[src/hdl/supervisor_pkg.sv]
`default_nettype none
package supervisor_pkg;

    // Timebase
    localparam int CLK_MHZ         = 250;
    localparam int CNT_W           = 28;

    // Reset release delay and watchdog time-out
    localparam int RESET_DELAY_MS  = 100;
    localparam int RESET_DELAY_CYC = RESET_DELAY_MS * CLK_MHZ * 1000;
    localparam int WDOG_MS         = 800;
    localparam int WDOG_CYC        = WDOG_MS * CLK_MHZ * 1000;

    // Battery health check
    localparam int BAT_PERIOD_MS   = 200;
    localparam int BAT_PERIOD_CYC  = BAT_PERIOD_MS * CLK_MHZ * 1000;
    localparam int BAT_ON_US       = 25;
    localparam int BAT_ON_CYC      = BAT_ON_US * CLK_MHZ;

    // Chip-select drain time after reset asserts
    localparam int CE_TIMEOUT_US   = 15;
    localparam int CE_TIMEOUT_CYC  = CE_TIMEOUT_US * CLK_MHZ;

    // Freshness seal entry window
    localparam int SEAL_MIN_MS     = 5;
    localparam int SEAL_MIN_CYC    = SEAL_MIN_MS * CLK_MHZ * 1000;
    localparam int SEAL_MAX_MS     = 35;
    localparam int SEAL_MAX_CYC    = SEAL_MAX_MS * CLK_MHZ * 1000;

    // Reset values
    localparam logic BAT_GOOD_RST  = 1'b1;
    localparam logic CS_OUT_RST    = 1'b1;

    typedef logic [CNT_W-1:0] cnt_t;

    // Comparator results and pins, all from outside the clock domain
    typedef struct packed {
        logic above_min;
        logic above_reset;
        logic above_bat;
        logic above_low_line;
        logic bat_above_good;
        logic monitor_above_ref;
        logic force_backup;
        logic cs_in;
        logic kick;
        logic pfo_sense;
    } pins_t;

    localparam int PINS_W = $bits(pins_t);

    typedef enum logic [1:0] {
        RST_HOLD  = 2'b00,
        RST_DELAY = 2'b01,
        RST_RUN   = 2'b10
    } rst_state_t;

    typedef enum logic [1:0] {
        CE_ON    = 2'b00,
        CE_DRAIN = 2'b01,
        CE_OFF   = 2'b10
    } ce_state_t;

endpackage
`default_nettype wire

[src/hdl/signal_sync3.sv]
`default_nettype none
module signal_sync3 #(
    parameter int W = 1
) (
    // Clock and reset
    input  wire logic         i_clk_sys,
    input  wire logic         i_rst,
    // Data
    input  wire logic [W-1:0] i_d,
    output var  logic [W-1:0] o_q
);

    logic [W-1:0] s1_reg;
    logic [W-1:0] s2_reg;
    logic [W-1:0] s3_reg;
    logic [W-1:0] q_next;

    // A bit moves only when the second and third stages agree
    assign q_next = (~(s2_reg ^ s3_reg) & s3_reg) | ((s2_reg ^ s3_reg) & o_q);

    always_ff @(posedge i_clk_sys or posedge i_rst)
    begin
        if (i_rst)
        begin
            s1_reg <= '0;
            s2_reg <= '0;
            s3_reg <= '0;
            o_q    <= '0;
        end
        else
        begin
            s1_reg <= i_d;
            s2_reg <= s1_reg;
            s3_reg <= s2_reg;
            o_q    <= q_next;
        end
    end

endmodule
`default_nettype wire

[src/hdl/supply_supervisor_backup_switch.sv]
// Summary of operation
// - Reset asserted once any supply reaches minimum
// - Reset held while main below reset threshold
// - Reset released fixed delay after upward crossing
// - Main drop reasserts reset, abandoning delay
// - Battery routed when forced or main too low
// - Battery indicator follows supply routing
// - Early warning follows low-line comparison only
// - Enabled chip-select path copies input
// - Path disabled, input high-impedance during reset once any drain ends
// - High input at power-down disables immediately
// - Low input disables on rise or timeout
// - Disabled path pulls output high
// - Battery measured periodically with short load
// - No battery measurement before reset release
// - Failed measurement drops battery-good flag
// - Monitor output follows monitor comparison
// - Seal keeps battery disconnected until released
// - Seal released on reset rising edge
// - Watchdog with fixed time-out period
// - Either kick edge restarts the watchdog
// - Backup mode persists until seal entry, or until switch off and main recovers
`default_nettype none
module supply_supervisor_backup_switch #(
    parameter int RESET_DELAY_CYC = supervisor_pkg::RESET_DELAY_CYC,
    parameter int WDOG_CYC        = supervisor_pkg::WDOG_CYC,
    parameter int BAT_PERIOD_CYC  = supervisor_pkg::BAT_PERIOD_CYC,
    parameter int BAT_ON_CYC      = supervisor_pkg::BAT_ON_CYC,
    parameter int SEAL_MIN_CYC    = supervisor_pkg::SEAL_MIN_CYC,
    parameter int SEAL_MAX_CYC    = supervisor_pkg::SEAL_MAX_CYC
) (
    // Clock and reset
    input  wire logic                  i_clk_sys,
    input  wire logic                  i_rst,
    // Comparator results and pins
    input  wire supervisor_pkg::pins_t i_pins,
    // Supply routing
    output var  logic                  o_switched_supply_sel,
    output var  logic                  o_on_battery_indicator,
    output var  logic                  o_battery_connect,
    // Reset and warnings
    output var  logic                  o_reset_n,
    output var  logic                  o_early_warning,
    // Monitor comparator pin
    output var  logic                  o_monitor_compare_output,
    output var  logic                  o_monitor_compare_oe,
    // Chip-select gating
    output var  logic                  o_chip_select_out,
    output var  logic                  o_chip_select_pullup_en,
    output var  logic                  o_chip_select_in_hiz,
    // Battery health
    output var  logic                  o_battery_load_en,
    output var  logic                  o_battery_good_flag
);

    localparam int CE_LAST = supervisor_pkg::CE_TIMEOUT_CYC;

    supervisor_pkg::pins_t      in;
    supervisor_pkg::rst_state_t state_reg;
    supervisor_pkg::rst_state_t state_next;
    supervisor_pkg::ce_state_t  ce_reg;
    supervisor_pkg::ce_state_t  ce_next;
    supervisor_pkg::cnt_t       dly_cnt_reg;
    supervisor_pkg::cnt_t       wd_cnt_reg;
    supervisor_pkg::cnt_t       bat_cnt_reg;
    supervisor_pkg::cnt_t       seal_cnt_reg;
    supervisor_pkg::cnt_t       ce_cnt_reg;
    logic                       kick_d_reg;
    logic                       above_reset_d_reg;
    logic                       bat_mode_reg;
    logic                       seal_reg;

    signal_sync3 #(
        .W (supervisor_pkg::PINS_W)
    ) u_sync (
        .i_clk_sys (i_clk_sys),
        .i_rst     (i_rst),
        .i_d       (i_pins),
        .o_q       (in)
    );

    // Reset sequencing
    wire main_ok     = in.above_min && in.above_reset;
    wire kick_edge   = in.kick != kick_d_reg;
    wire wdog_fire   = wd_cnt_reg == supervisor_pkg::cnt_t'(WDOG_CYC - 1);
    wire dly_done    = dly_cnt_reg == supervisor_pkg::cnt_t'(RESET_DELAY_CYC - 1);
    wire run_next    = state_next == supervisor_pkg::RST_RUN;
    wire rst_active  = !run_next;

    always_comb
    begin
        state_next = state_reg;
        case (state_reg)
            supervisor_pkg::RST_HOLD:
                if (main_ok)
                    state_next = supervisor_pkg::RST_DELAY;
            supervisor_pkg::RST_DELAY:
                if (!main_ok)
                    state_next = supervisor_pkg::RST_HOLD;
                else if (dly_done)
                    state_next = supervisor_pkg::RST_RUN;
            supervisor_pkg::RST_RUN:
                if (!main_ok)
                    state_next = supervisor_pkg::RST_HOLD;
                else if (wdog_fire)
                    state_next = supervisor_pkg::RST_DELAY;
            default:
                state_next = supervisor_pkg::RST_HOLD;
        endcase
    end

    // Supply routing; once in backup only seal entry or a recovering main with force released ends it
    wire bat_enter   = in.force_backup || (!in.above_reset && !in.above_bat);
    wire bat_exit    = !in.force_backup && (in.above_reset || in.above_bat);
    wire bat_mode_next = seal_reg ? 1'b0 : (bat_mode_reg ? !bat_exit : bat_enter);

    // Chip-select gate; a low input at reset may finish its write
    always_comb
    begin
        ce_next = ce_reg;
        case (ce_reg)
            supervisor_pkg::CE_ON:
                if (rst_active)
                    ce_next = in.cs_in ? supervisor_pkg::CE_OFF
                                       : supervisor_pkg::CE_DRAIN;
            supervisor_pkg::CE_DRAIN:
                if (!rst_active)
                    ce_next = supervisor_pkg::CE_ON;
                else if (in.cs_in || ce_cnt_reg == supervisor_pkg::cnt_t'(CE_LAST))
                    ce_next = supervisor_pkg::CE_OFF;
            supervisor_pkg::CE_OFF:
                if (!rst_active)
                    ce_next = supervisor_pkg::CE_ON;
            default:
                ce_next = supervisor_pkg::CE_OFF;
        endcase
    end

    wire ce_pass     = ce_next != supervisor_pkg::CE_OFF;

    // Battery measurement only while out of reset
    wire bat_wrap    = bat_cnt_reg == supervisor_pkg::cnt_t'(BAT_PERIOD_CYC - 1);
    wire bat_load    = run_next && bat_cnt_reg < supervisor_pkg::cnt_t'(BAT_ON_CYC);
    wire bat_sample  = state_reg == supervisor_pkg::RST_RUN
                       && bat_cnt_reg == supervisor_pkg::cnt_t'(BAT_ON_CYC - 1);

    // Seal entry: supply applied for a bounded time with the pin held low
    wire seal_cond   = in.above_reset && in.monitor_above_ref && !in.pfo_sense;
    wire seal_sat    = seal_cnt_reg == supervisor_pkg::cnt_t'(SEAL_MAX_CYC + 1);
    wire main_fell   = above_reset_d_reg && !in.above_reset;
    wire seal_window = seal_cnt_reg >= supervisor_pkg::cnt_t'(SEAL_MIN_CYC)
                       && seal_cnt_reg <= supervisor_pkg::cnt_t'(SEAL_MAX_CYC);
    wire reset_rise  = run_next && state_reg != supervisor_pkg::RST_RUN;

    always_ff @(posedge i_clk_sys or posedge i_rst)
    begin
        if (i_rst)
        begin
            state_reg   <= supervisor_pkg::RST_HOLD;
            dly_cnt_reg <= '0;
            wd_cnt_reg  <= '0;
            kick_d_reg  <= 1'b0;
            o_reset_n   <= 1'b0;
        end
        else
        begin
            state_reg   <= state_next;
            dly_cnt_reg <= (state_next == supervisor_pkg::RST_DELAY
                            && state_reg == supervisor_pkg::RST_DELAY)
                           ? dly_cnt_reg + 1'b1 : '0;
            wd_cnt_reg  <= (run_next && state_reg == supervisor_pkg::RST_RUN && !kick_edge)
                           ? wd_cnt_reg + 1'b1 : '0;
            kick_d_reg  <= in.kick;
            o_reset_n   <= run_next;
        end
    end

    always_ff @(posedge i_clk_sys or posedge i_rst)
    begin
        if (i_rst)
        begin
            bat_mode_reg           <= 1'b0;
            o_switched_supply_sel  <= 1'b0;
            o_on_battery_indicator <= 1'b0;
            o_battery_connect      <= 1'b0;
            o_early_warning        <= 1'b0;
            o_monitor_compare_output <= 1'b0;
            o_monitor_compare_oe   <= 1'b0;
        end
        else
        begin
            bat_mode_reg           <= bat_mode_next;
            o_switched_supply_sel  <= bat_mode_next;
            o_on_battery_indicator <= bat_mode_next;
            o_battery_connect      <= !seal_reg;
            o_early_warning        <= in.above_low_line;
            o_monitor_compare_output <= in.monitor_above_ref;
            o_monitor_compare_oe   <= 1'b1;
        end
    end

    always_ff @(posedge i_clk_sys or posedge i_rst)
    begin
        if (i_rst)
        begin
            ce_reg                  <= supervisor_pkg::CE_OFF;
            ce_cnt_reg              <= '0;
            o_chip_select_out       <= supervisor_pkg::CS_OUT_RST;
            o_chip_select_pullup_en <= 1'b1;
            o_chip_select_in_hiz    <= 1'b1;
        end
        else
        begin
            ce_reg                  <= ce_next;
            ce_cnt_reg              <= (ce_next == supervisor_pkg::CE_DRAIN)
                                       ? ce_cnt_reg + 1'b1 : '0;
            o_chip_select_out       <= ce_pass ? in.cs_in : 1'b1;
            o_chip_select_pullup_en <= !ce_pass;
            o_chip_select_in_hiz    <= !ce_pass;
        end
    end

    always_ff @(posedge i_clk_sys or posedge i_rst)
    begin
        if (i_rst)
        begin
            bat_cnt_reg         <= '0;
            o_battery_load_en   <= 1'b0;
            o_battery_good_flag <= supervisor_pkg::BAT_GOOD_RST;
        end
        else
        begin
            bat_cnt_reg         <= (!run_next || bat_wrap) ? '0 : bat_cnt_reg + 1'b1;
            o_battery_load_en   <= bat_load;
            if (bat_sample && !in.bat_above_good)
                o_battery_good_flag <= 1'b0;
        end
    end

    // Seal cannot end before it started, so the release edge wins over entry
    always_ff @(posedge i_clk_sys or posedge i_rst)
    begin
        if (i_rst)
        begin
            seal_cnt_reg      <= '0;
            above_reset_d_reg <= 1'b0;
            seal_reg          <= 1'b0;
        end
        else
        begin
            above_reset_d_reg <= in.above_reset;
            if (main_fell || !seal_cond)
                seal_cnt_reg <= '0;
            else if (!seal_sat)
                seal_cnt_reg <= seal_cnt_reg + 1'b1;
            if (reset_rise)
                seal_reg <= 1'b0;
            else if (main_fell && seal_window)
                seal_reg <= 1'b1;
        end
    end

    reset_low_a: assert property (
        @(posedge i_clk_sys) disable iff (i_rst)
        !in.above_reset |=> !o_reset_n)
        else $error("reset released with main below threshold");

    reset_abort_a: assert property (
        @(posedge i_clk_sys) disable iff (i_rst)
        state_reg == supervisor_pkg::RST_DELAY && !main_ok
        |=> state_reg == supervisor_pkg::RST_HOLD && dly_cnt_reg == '0)
        else $error("reset delay not abandoned");

    reset_delay_a: assert property (
        @(posedge i_clk_sys) disable iff (i_rst)
        $rose(o_reset_n) |-> $past(state_reg) == supervisor_pkg::RST_DELAY
            && $past(dly_cnt_reg) == supervisor_pkg::cnt_t'(RESET_DELAY_CYC - 1))
        else $error("reset released at wrong count");

    bat_route_a: assert property (
        @(posedge i_clk_sys) disable iff (i_rst)
        in.force_backup && !seal_reg |=> o_switched_supply_sel && o_on_battery_indicator)
        else $error("forced backup not routed");

    bat_indicator_a: assert property (
        @(posedge i_clk_sys) disable iff (i_rst)
        o_on_battery_indicator == o_switched_supply_sel)
        else $error("indicator disagrees with routing");

    early_warn_a: assert property (
        @(posedge i_clk_sys) disable iff (i_rst)
        ##1 o_early_warning == $past(in.above_low_line))
        else $error("early warning mismatch");

    ce_pass_a: assert property (
        @(posedge i_clk_sys) disable iff (i_rst)
        o_reset_n |-> o_chip_select_out == $past(in.cs_in) && !o_chip_select_in_hiz)
        else $error("chip select not passed");

    ce_pullup_a: assert property (
        @(posedge i_clk_sys) disable iff (i_rst)
        o_chip_select_pullup_en |-> o_chip_select_out && o_chip_select_in_hiz)
        else $error("disabled path not pulled high");

    ce_drain_a: assert property (
        @(posedge i_clk_sys) disable iff (i_rst)
        ce_reg == supervisor_pkg::CE_DRAIN |-> ce_cnt_reg <= supervisor_pkg::cnt_t'(CE_LAST + 1)
            && !$past(in.cs_in))
        else $error("drain held too long");

    bat_quiet_a: assert property (
        @(posedge i_clk_sys) disable iff (i_rst)
        !o_reset_n |-> !o_battery_load_en)
        else $error("battery load during reset");

    wdog_kick_a: assert property (
        @(posedge i_clk_sys) disable iff (i_rst)
        state_reg == supervisor_pkg::RST_RUN && kick_edge |=> wd_cnt_reg == '0)
        else $error("kick did not restart watchdog");

    monitor_out_a: assert property (
        @(posedge i_clk_sys) disable iff (i_rst)
        ##1 o_monitor_compare_output == $past(in.monitor_above_ref))
        else $error("monitor output mismatch");

endmodule
`default_nettype wire

[config.mk]
export PLATFORM = sky130hd
export DESIGN_NAME = supply_supervisor_backup_switch
export DESIGN_NICKNAME = d
export VERILOG_FILES = /design/src/hdl/supervisor_pkg.sv /design/src/hdl/signal_sync3.sv /design/src/hdl/supply_supervisor_backup_switch.sv
export SDC_FILE = /design/constraint.sdc
export NUM_CORES = 1
export LEC_CHECK = 0
export BUFFER_PORTS_ARGS = -buffer_cell sky130_fd_sc_hd__buf_2
export CORE_MARGIN = 4
export CORE_UTILIZATION = 56
export DETAILED_ROUTE_END_ITERATION = 8
export PLACE_DENSITY = 0.76
export SETUP_SLACK_MARGIN = 0.5
export SLEW_MARGIN = 10
export SYNTH_ARGS = -nofsm -noshare
export SYNTH_HDL_FRONTEND = slang
export SYNTH_SLANG_ARGS = --single-unit
[constraint.sdc]
create_clock -name i_clk_sys -period 5.5 [get_ports i_clk_sys]
set_input_delay 0.275 -clock i_clk_sys [delete_from_list [all_inputs] [get_ports i_clk_sys]]
set_output_delay 0.275 -clock i_clk_sys [all_outputs]
set_load 0.02 [all_outputs]
---- After elaboration in Yosys (flattened, before gate mapping) ----
Cells that the tools add are included.
operators by class
  order comparisons ....................... 3
  add/subtract/negate cells ............... 5
  bitwise logic cells ..................... 5
  reductions and logical operators ........ 34
  multiplexer cells ....................... 23
  equality and inequality tests ........... 17
operator list
  kind                   count
  $mux 28                6
  $add 28x1->28 const B  5
  $eq 28x12->1 const B   1
  $eq 28x13->1 const B   1
  $eq 28x24->1 const B   1
  $eq 28x25->1 const B   1
  $eq 28x26->1 const B   1
  $eq 28x28->1 const B   1
  $ge 28x21->1 const B   1
  $le 28x24->1 const B   1
  $lt 28x13->1 const B   1
  $and 10x10->10         2
  $mux 2                 10
  $logic_and 1x1->1      15
  $pmux 2 s3             2
  $logic_not 1->1        11
  $not 10->10            1
  $or 10x10->10          1
  $xor 10x10->10         1
  $eq 2x1->1 const B     4
  $eq 2x2->1 const B     3
  $logic_or 1x1->1       5
  $mux 1                 5
  $logic_not 2->1        2
  other kinds (4)        5
storage, ports and cells
  register bits after elaboration ......... 197
  output and inout bits ................... 12

---- Longest topological paths before layout ----
Gate-level depths: netlist (run 1).
  depth in word-level cells ............... 9
  depth in mapped cells ................... 9
  gate-level depth less buffers ........... 7

---- Modules after synthesis ----
From an unflattened synthesis (run 1), not the netlist that was laid out.
unflattened totals
  cell total of the unflattened synthesis .. 864
  area, all modules ....................... 8,986.1 um^2
by module, submodules not included
  module                           cells each  area each (um^2)  instances  sequential area each (um^2)
  supply_supervisor_backup_switch  813         7,868.8           1          3,933.8
  signal_sync3                     51          1,117.3           1          1,001.0

---- Least setup slack after synthesis (run 1) ----
OpenSTA, ideal clock, no wires.
  path type ............................... register to register
  from .................................... register wd_cnt_reg[0]
  to ...................................... register ce_cnt_reg[20]
  arrival time ............................ 2.046 ns
  cell stages (with the launch flop) ...... 10
  setup time .............................. 0.068 ns
  path buffers ............................ 3
  path slack .............................. 3.386 ns
  required time ........................... 5.432 ns
  cell sequence ........................... dfrtp_1 > ha_1 > and3_1 > buf_2 > nand3_2 > o31a_1 > or3_4 > buf_6 > buf_12 > nor2_4
between the ends
  word-level cells in the longest chain between the ends .. 9
RTL lines
  item                       RTL line                                                                                                                RTL
  start, declared            supply_supervisor_backup_switch.sv:64                                                                                   supervisor_pkg::cnt_t wd_cnt_reg;
  start signal, assigned     supply_supervisor_backup_switch.sv:171                                                                                  wd_cnt_reg <= (run_next && state_reg == supervisor_pkg::RST_RUN && !kick_edge)
  $eq 28x28->1 *             supply_supervisor_backup_switch.sv:85                                                                                   wire wdog_fire = wd_cnt_reg == supervisor_pkg::cnt_t'(WDOG_CYC - 1);
  $mux 2 *                   supply_supervisor_backup_switch.sv:105                                                                                  else if (wdog_fire)
  $mux 2 *                   supply_supervisor_backup_switch.sv:103                                                                                  if (!main_ok)
  $pmux 2 s3 *               supply_supervisor_backup_switch.sv:93                                                                                   case (state_reg)
  $eq 2x2->1 *               supply_supervisor_backup_switch.sv:87                                                                                   wire run_next = state_next == supervisor_pkg::RST_RUN;
  $mux 2 (on tied branches)  supply_supervisor_backup_switch.sv:132, supply_supervisor_backup_switch.sv:123, supply_supervisor_backup_switch.sv:127
  $pmux 2 s3 *               supply_supervisor_backup_switch.sv:121                                                                                  case (ce_reg)
  $eq 2x1->1 *               supply_supervisor_backup_switch.sv:215                                                                                  ce_cnt_reg <= (ce_next == supervisor_pkg::CE_DRAIN)
  $mux 28 *                  supply_supervisor_backup_switch.sv:216                                                                                  ? ce_cnt_reg + 1'b1 : '0;
  end signal, assigned       supply_supervisor_backup_switch.sv:215
  end, declared              supply_supervisor_backup_switch.sv:67                                                                                   supervisor_pkg::cnt_t ce_cnt_reg;
Mark *: on every way between the ends. The rest lies on a longest branch, timed or not.
A chain may end at the register's enable or synchronous reset.

---- Final worst setup path (run 1) ----
  from .................................... register wd_cnt_reg[0]
  to ...................................... register bat_cnt_reg[16]
between the ends
  word-level cells in the longest chain between the ends .. 8
RTL lines
  item                  RTL line                                RTL
  $eq 28x28->1          supply_supervisor_backup_switch.sv:85
  $mux 2                supply_supervisor_backup_switch.sv:105
  $mux 2                supply_supervisor_backup_switch.sv:103
  $pmux 2 s3            supply_supervisor_backup_switch.sv:93
  $eq 2x2->1            supply_supervisor_backup_switch.sv:87
  $logic_not 1->1       supply_supervisor_backup_switch.sv:233  bat_cnt_reg <= (!run_next || bat_wrap) ? '0 : bat_cnt_reg + 1'b1;
  $logic_or 1x1->1      supply_supervisor_backup_switch.sv:233
  $mux 28               supply_supervisor_backup_switch.sv:233
  end signal, assigned  supply_supervisor_backup_switch.sv:233
  end, declared         supply_supervisor_backup_switch.sv:65   supervisor_pkg::cnt_t bat_cnt_reg;
Every way passes these cells.

==> metrics, run 1 <==
CTS clock-pin slew for the worst setup and hold paths 0.07 ns; R2R setup slack 2.89 ns; Cell Area, Placed 9364 um^2; Worst-Margin Slew 1.140 ns; cell row count 46; vias in the first global route 6086; Detailed Place HPWL 10700 um; hold crit path type register to register; fmax 383.3 MHz; TritonCTS Buffers 17; Fin Setup TNS 0 ns; maximum number of pins on one net before global-route repair 174; Overflow after GRT 0; min-delay src u_sync.s1_reg[7]; fin area 10060 um^2; maxcap violations 0; CTS tree built; number of synthesized flops with an enable pin 0; WL/cell 14.86 um; Synth Register Bits 197; via count 6265; clock sinks 197; fillcell total 1270; commonest non-fill, non-tap cells in the layout dfrtp_1, nor2_1, xnor2_1; share of post-route cells with drive strength above 1 0.09409; Crit Path Category register to register; RSZ-0062 raised after global routing no; Die Area 18360 um^2; overall power 0.002784 W; initial drt markers 413; top_reg_cell synth dfrtp_1; max-slew violations 0; Final period util 0.4743; TritonRoute pass-1 iters 5; initial antenna violation count 0; dpl cells 1087; vias per inst 5.544; Routed WL 16790 um; drt drc 0; post-route ant nets 0; Max clock buf depth 2; Die W 135.5 um; Synth Instances 875; # IOs 24; diode count 0; CTS root buf clkbuf_16; most common cell after layout, fill and taps aside dfrtp_1; ys async rst share 1.000; maximum vdd drop 0.0002364 V; Critical Path Sink Type register; Tot GR Track Use 0.1967; P per Cell Area 276.7 nW/um^2; Synth Warn # 0; fin cells 1130; critical path arrival 2.88 ns; Chip Height 135.5 um; Hold Vio Cnt, Final 0; first-pass GRT wire length 29370 um; syn avg cell area 10.40 um^2; IO Port Bufs 23; shortest period the worst path allows 2.609 ns; Post-Syn Nets 896; slew margin rel. 0.2400; Hold Path Sink u_sync.s2_reg[7]; register area share after synthesis 0.5421; Initial Util 0.5731; total core area 15890 um^2; Layout Nets 922; Cell Area, Synth 9104 um^2; launch point of the worst reg-to-reg path wd_cnt_reg[0]; Post-CTS Setup Bufs 0; Yosys cell types 61; Worst Skew 0.008652 ns; hold buffer count at CTS 11; Crit path required time 5.77 ns; worst hold path depth 0; Synth-to-Final Area Change 10.54%; H-tree Lvls 4; R2R Path End bat_cnt_reg[16]; status complete, no violations; critical path launch point type register; Setup Viol. Count Final 0; Placer Congestion 0.8052; P_leak 4.027 nW; post-cts gate resize count 0; worst skew pair latency 0.43 ns; crit-path max FO 27; r2r worst-path depth 6
-- how the worst max path moves through the flow --
stage | endpoint | from | slack, ns | cells past startpoint
final | bat_cnt_reg[16] | wd_cnt_reg[0] | 2.89 | 6
after floorplan | async pin | i_rst | 2.68 | 1
after CTS | wd_cnt_reg[2] | wd_cnt_reg[0] | 2.88 | 6
after global placement | bat_cnt_reg[2] | wd_cnt_reg[0] | 3.00 | 6
after detailed placement | bat_cnt_reg[5] | wd_cnt_reg[0] | 2.90 | 6
after global routing | wd_cnt_reg[25] | wd_cnt_reg[0] | 2.64 | 6
-- power breakdown --
| group | total [W] | switching, W | internal (W) |
|---|---|---|---|
| combinational | 0.0000709 | 0.0000489 | 0.0000220 |
| sequential | 0.00149 | 0.0000152 | 0.00147 |
| clock | 0.00123 | 0.000572 | 0.000653 |
| total | 0.00278 | 0.000636 | 0.00215 |
-- critical path, cell delays in order (launching register included) --
cell and delay, ns:
dfrtp_1 0.39, ha_1 0.21, and3_1 0.28, nand3_2 0.13, o31a_1 0.38, o21ai_2 0.91
nor2_1 0.13
-- cell usage after synthesis, types with 3 or more instances --
master	number	area share
xnor2_1	67	0.064
dfrtp_1	193	0.53
o21ai_0	5	0.0027
dfstp_2	4	0.012
nand2_1	52	0.021
o31ai_1	5	0.0041
and2_1	6	0.0041
nand4_1	42	0.029
or4_1	6	0.0049
or3_1	5	0.0034
maj3_1	10	0.011
nor2_1	160	0.066
and4_1	15	0.014
xor2_1	61	0.059
nor3_1	25	0.014
buf_1	3	0.0012
o31a_1	3	0.0029
a21oi_1	8	0.0044
inv_1	25	0.010
ha_1	9	0.012
buf_2	10	0.0055
nor2_4	7	0.0087
and3_1	22	0.015
nor4_1	29	0.020
clkbuf_1	11	0.0045
buf_4	4	0.0033
nand3_1	44	0.024
-- through the flow --
step	worst slack (ns)	hold WS (ns)	util
2_1_floorplan	2.682	0.3064	-
5_1_grt	2.635	0.3540	0.6335
3_3_place_gp	3.001	0.3322	0.5895
4_1_cts	2.882	0.3528	0.6331
3_5_place_dp	2.898	0.3356	0.5895
6_report	2.891	0.3494	0.6335
-- area by class of cell --
type / instances / area [um^2] / area share
Clock buffer: 19 / 442.9 / 0.04401
Clock inverter: 13 / 140.1 / 0.01393
Inverter: 26 / 101.3 / 0.01007
Multi-Input combinational cell: 622 / 3914 / 0.3889
Sequential cell: 197 / 4935 / 0.4904
Tap cell: 216 / 270.3 / 0.02686
Timing Repair Buffer: 37 / 260.3 / 0.02586
-- routing by layer --
layer,vias up,GRT usage,wire (um)
met3,20,0.03640,510
met1,3087,0.2740,7936
li1,3065,-,-
met2,93,0.3166,8089
met5,-,0,0
met4,0,0.06159,251
-- kinds of logic after synthesis --
kind of cell    Yosys count  synth area share
mux                       1          0.001100
flops                   197            0.5421
fa+ha+maj                19           0.02337
xor+xnor                128            0.1231
simple gates            441            0.2559
compound gates           32           0.02529
other cells               1         0.0004119
buf+inv                  56           0.02872
No activity file was read; power rests on OpenSTA's default activity.
==> run 2, diff against run 1 <==
--- a/config.mk
+++ b/config.mk
@@ -7,9 +7,9 @@
 export LEC_CHECK = 0
 export BUFFER_PORTS_ARGS = -buffer_cell sky130_fd_sc_hd__buf_2
 export CORE_MARGIN = 4
-export CORE_UTILIZATION = 56
+export CORE_UTILIZATION = 62
 export DETAILED_ROUTE_END_ITERATION = 8
-export PLACE_DENSITY = 0.76
+export PLACE_DENSITY = 0.79
 export SETUP_SLACK_MARGIN = 0.5
 export SLEW_MARGIN = 10
 export SYNTH_ARGS = -nofsm -noshare
==> constraint.sdc (replaced) <==
create_clock -name i_clk_sys -period 2.6 [get_ports i_clk_sys]
set_input_delay 0.13 -clock i_clk_sys [delete_from_list [all_inputs] [get_ports i_clk_sys]]
set_output_delay 0.13 -clock i_clk_sys [all_outputs]
set_load 0.02 [all_outputs]
==> metrics, run 2 (synthesis results as in run 1) <==
status complete, no violations; most common cell after layout, fill and taps aside dfrtp_1; Detailed Place HPWL 10880 um (+1.6%); initial antenna violation count 0 (unchanged); initial drt markers 539 (+31%); Hold Vio Cnt, Final 0 (unchanged); vias per inst 5.867 (+5.8%); shortest period the worst path allows 2.150 ns (-0.4587 ns); CTS clock-pin slew for the worst setup and hold paths 0.07 ns (about the same); total core area 14480 um^2 (-8.9%); Finished Core Util 0.7391 (+0.1056); share of post-route cells with drive strength above 1 0.1705 (+0.07641); Overflow after GRT 0 (unchanged); P per Cell Area 565.2 nW/um^2 (+100%); TritonCTS Buffers 17 (unchanged); RSZ-0062 raised after global routing yes; worst skew pair latency 0.44 ns (about the same); post-route ant nets 0 (unchanged); Die Area 16690 um^2 (-9.1%); Critical Path Sink Type register; final worst slack 0.4497 ns (-2.441 ns); diode count 0 (unchanged); Worst-Margin Slew 0.6462 ns (-0.4937 ns); vias in the first global route 6465 (+6.2%); Crit path required time 2.97 ns (-2.80 ns); pre-CTS setup slack 0.05127 ns (-2.847 ns); Initial Util 0.6288 (+0.05567); hold crit path type input pin to async pin; critical path arrival 2.52 ns (-0.36 ns); Crit Path Category register to register; maximum vdd drop 0.0006933 V (+190%); Routed WL 19360 um (+15%); cell row count 44 (-4.3%); TritonRoute pass-1 iters 5 (unchanged); clock sinks 197 (unchanged); WL/cell 16.98 um (+14%); commonest non-fill, non-tap cells in the layout dfrtp_1, nor2_1, xnor2_1; drt drc 0 (unchanged); Die W 129.2 um (-4.7%); fmax 465.1 MHz (+21%); crit-path max FO 13 (-52%); Setup Viol. Count Final 0 (unchanged); slew margin rel. 0.5679 (+0.3279); Chip Height 129.2 um (-4.7%); critical path launch point type register; overall power 0.006048 W (+120%); maximum number of pins on one net before global-route repair 87 (-50%); Final period util 0.8270 (+0.3527); first-pass GRT wire length 31480 um (+7.2%); Worst Skew 0.01234 ns (+0.003684 ns); maxcap violations 0 (unchanged); # IOs 24 (unchanged); H-tree Lvls 4 (unchanged); via count 6688 (+6.8%); Placer Congestion 0.8434 (+4.7%); max-slew violations 0 (unchanged); P_leak 4.292 nW (+6.6%); CTS tree built; CTS root buf clkbuf_16; Max clock buf depth 2 (unchanged); IO Port Bufs 23 (unchanged); Tot GR Track Use 0.2349 (+0.03816); Synth-to-Final Area Change 17.55%; Layout Nets 964 (+4.6%)
==> run 2: worst paths after layout <==
| path | depth (start not counted) | slack, ns | endpoint | startpoint |
|---|---|---|---|---|
| min in group i_clk_sys | 2 | 0.33 | u_sync.s1_reg[4] | i_pins[4] |
| worst min register to register | 0 | 0.35 | u_sync.s2_reg[6] | u_sync.s1_reg[6] |
| worst max register to register | 8 | 0.45 | bat_cnt_reg[24] | dly_cnt_reg[6] |
| worst max-delay path | 8 | 0.45 | bat_cnt_reg[24] | dly_cnt_reg[6] |
| max in group asynchronous | 4 | 1.63 | o_battery_good_flag | i_rst |
| worst min-delay path | 3 | 0.18 | u_sync.s1_reg[4] | i_rst |
==> run 2: through the flow <==
step | std cells | hold slack, ns | cell area, um^2 | setup TNS, ns
global placement | 1063 | 0.06691 | 9397 | 0
floorplan | 875 | 0.1614 | 9107 | -14.11
global route | 1140 | 0.1923 | 10700 | 0
finish | 1140 | 0.1841 | 10700 | 0
CTS | 1118 | 0.1549 | 10360 | 0
detailed placement | 1063 | 0.06991 | 9397 | 0
==> run 2: timing repair <==
action | 4_1_cts | 5_1_grt
buffers inserted | 7 | 21
hold buffers | 11 | 0
gates cloned | 5 | 1
endpoints found under the setup margin | 117 | 117
pin swaps | 8 | 27
endpoints found under the hold margin | 120 | 0
resized for setup | 24 | 36
==> run 2: report_power, final <==
group	leakage [nW]	internal, W	switching [W]
sequential	2.62	0.00311	0.0000317
combinational	1.36	0.0000534	0.000108
clock	0.306	0.00150	0.00125
total	4.29	0.00466	0.00138
==> run 2: layout make-up <==
| type | instances | area, um^2 |
|---|---|---|
| clock buffer | 18 | 439.2 |
| clock inverter | 14 | 190.2 |
| fill | 948 | 3777 |
| inverter | 26 | 101.3 |
| multi-input combinational | 628 | 4190 |
| sequential | 197 | 4937 |
| tap | 184 | 230.2 |
| timing repair buffer | 73 | 613.1 |
==> run 2: worst max-delay path, stage by stage (launching register included) <==
cell and delay (ns):
dfrtp_1 0.39, or4_4 0.55, nand3b_4 0.18, nor4_4 0.29, buf_6 0.23, buf_12 0.12, o21ai_4 0.05, buf_12 0.16
nor2_2 0.10
==> run 2: layer usage <==
| metal | part of all wire | GRT usage | wire (um) | up-vias |
|---|---|---|---|---|
| met1 | 0.45 | 0.3388 | 8664 | 3319 |
| li1 | - | - | - | 3156 |
| met4 | 0.014 | 0.07474 | 275 | 0 |
| met3 | 0.041 | 0.04699 | 787 | 29 |
| met5 | 0 | 0 | 0 | - |
| met2 | 0.50 | 0.3637 | 9630 | 184 |
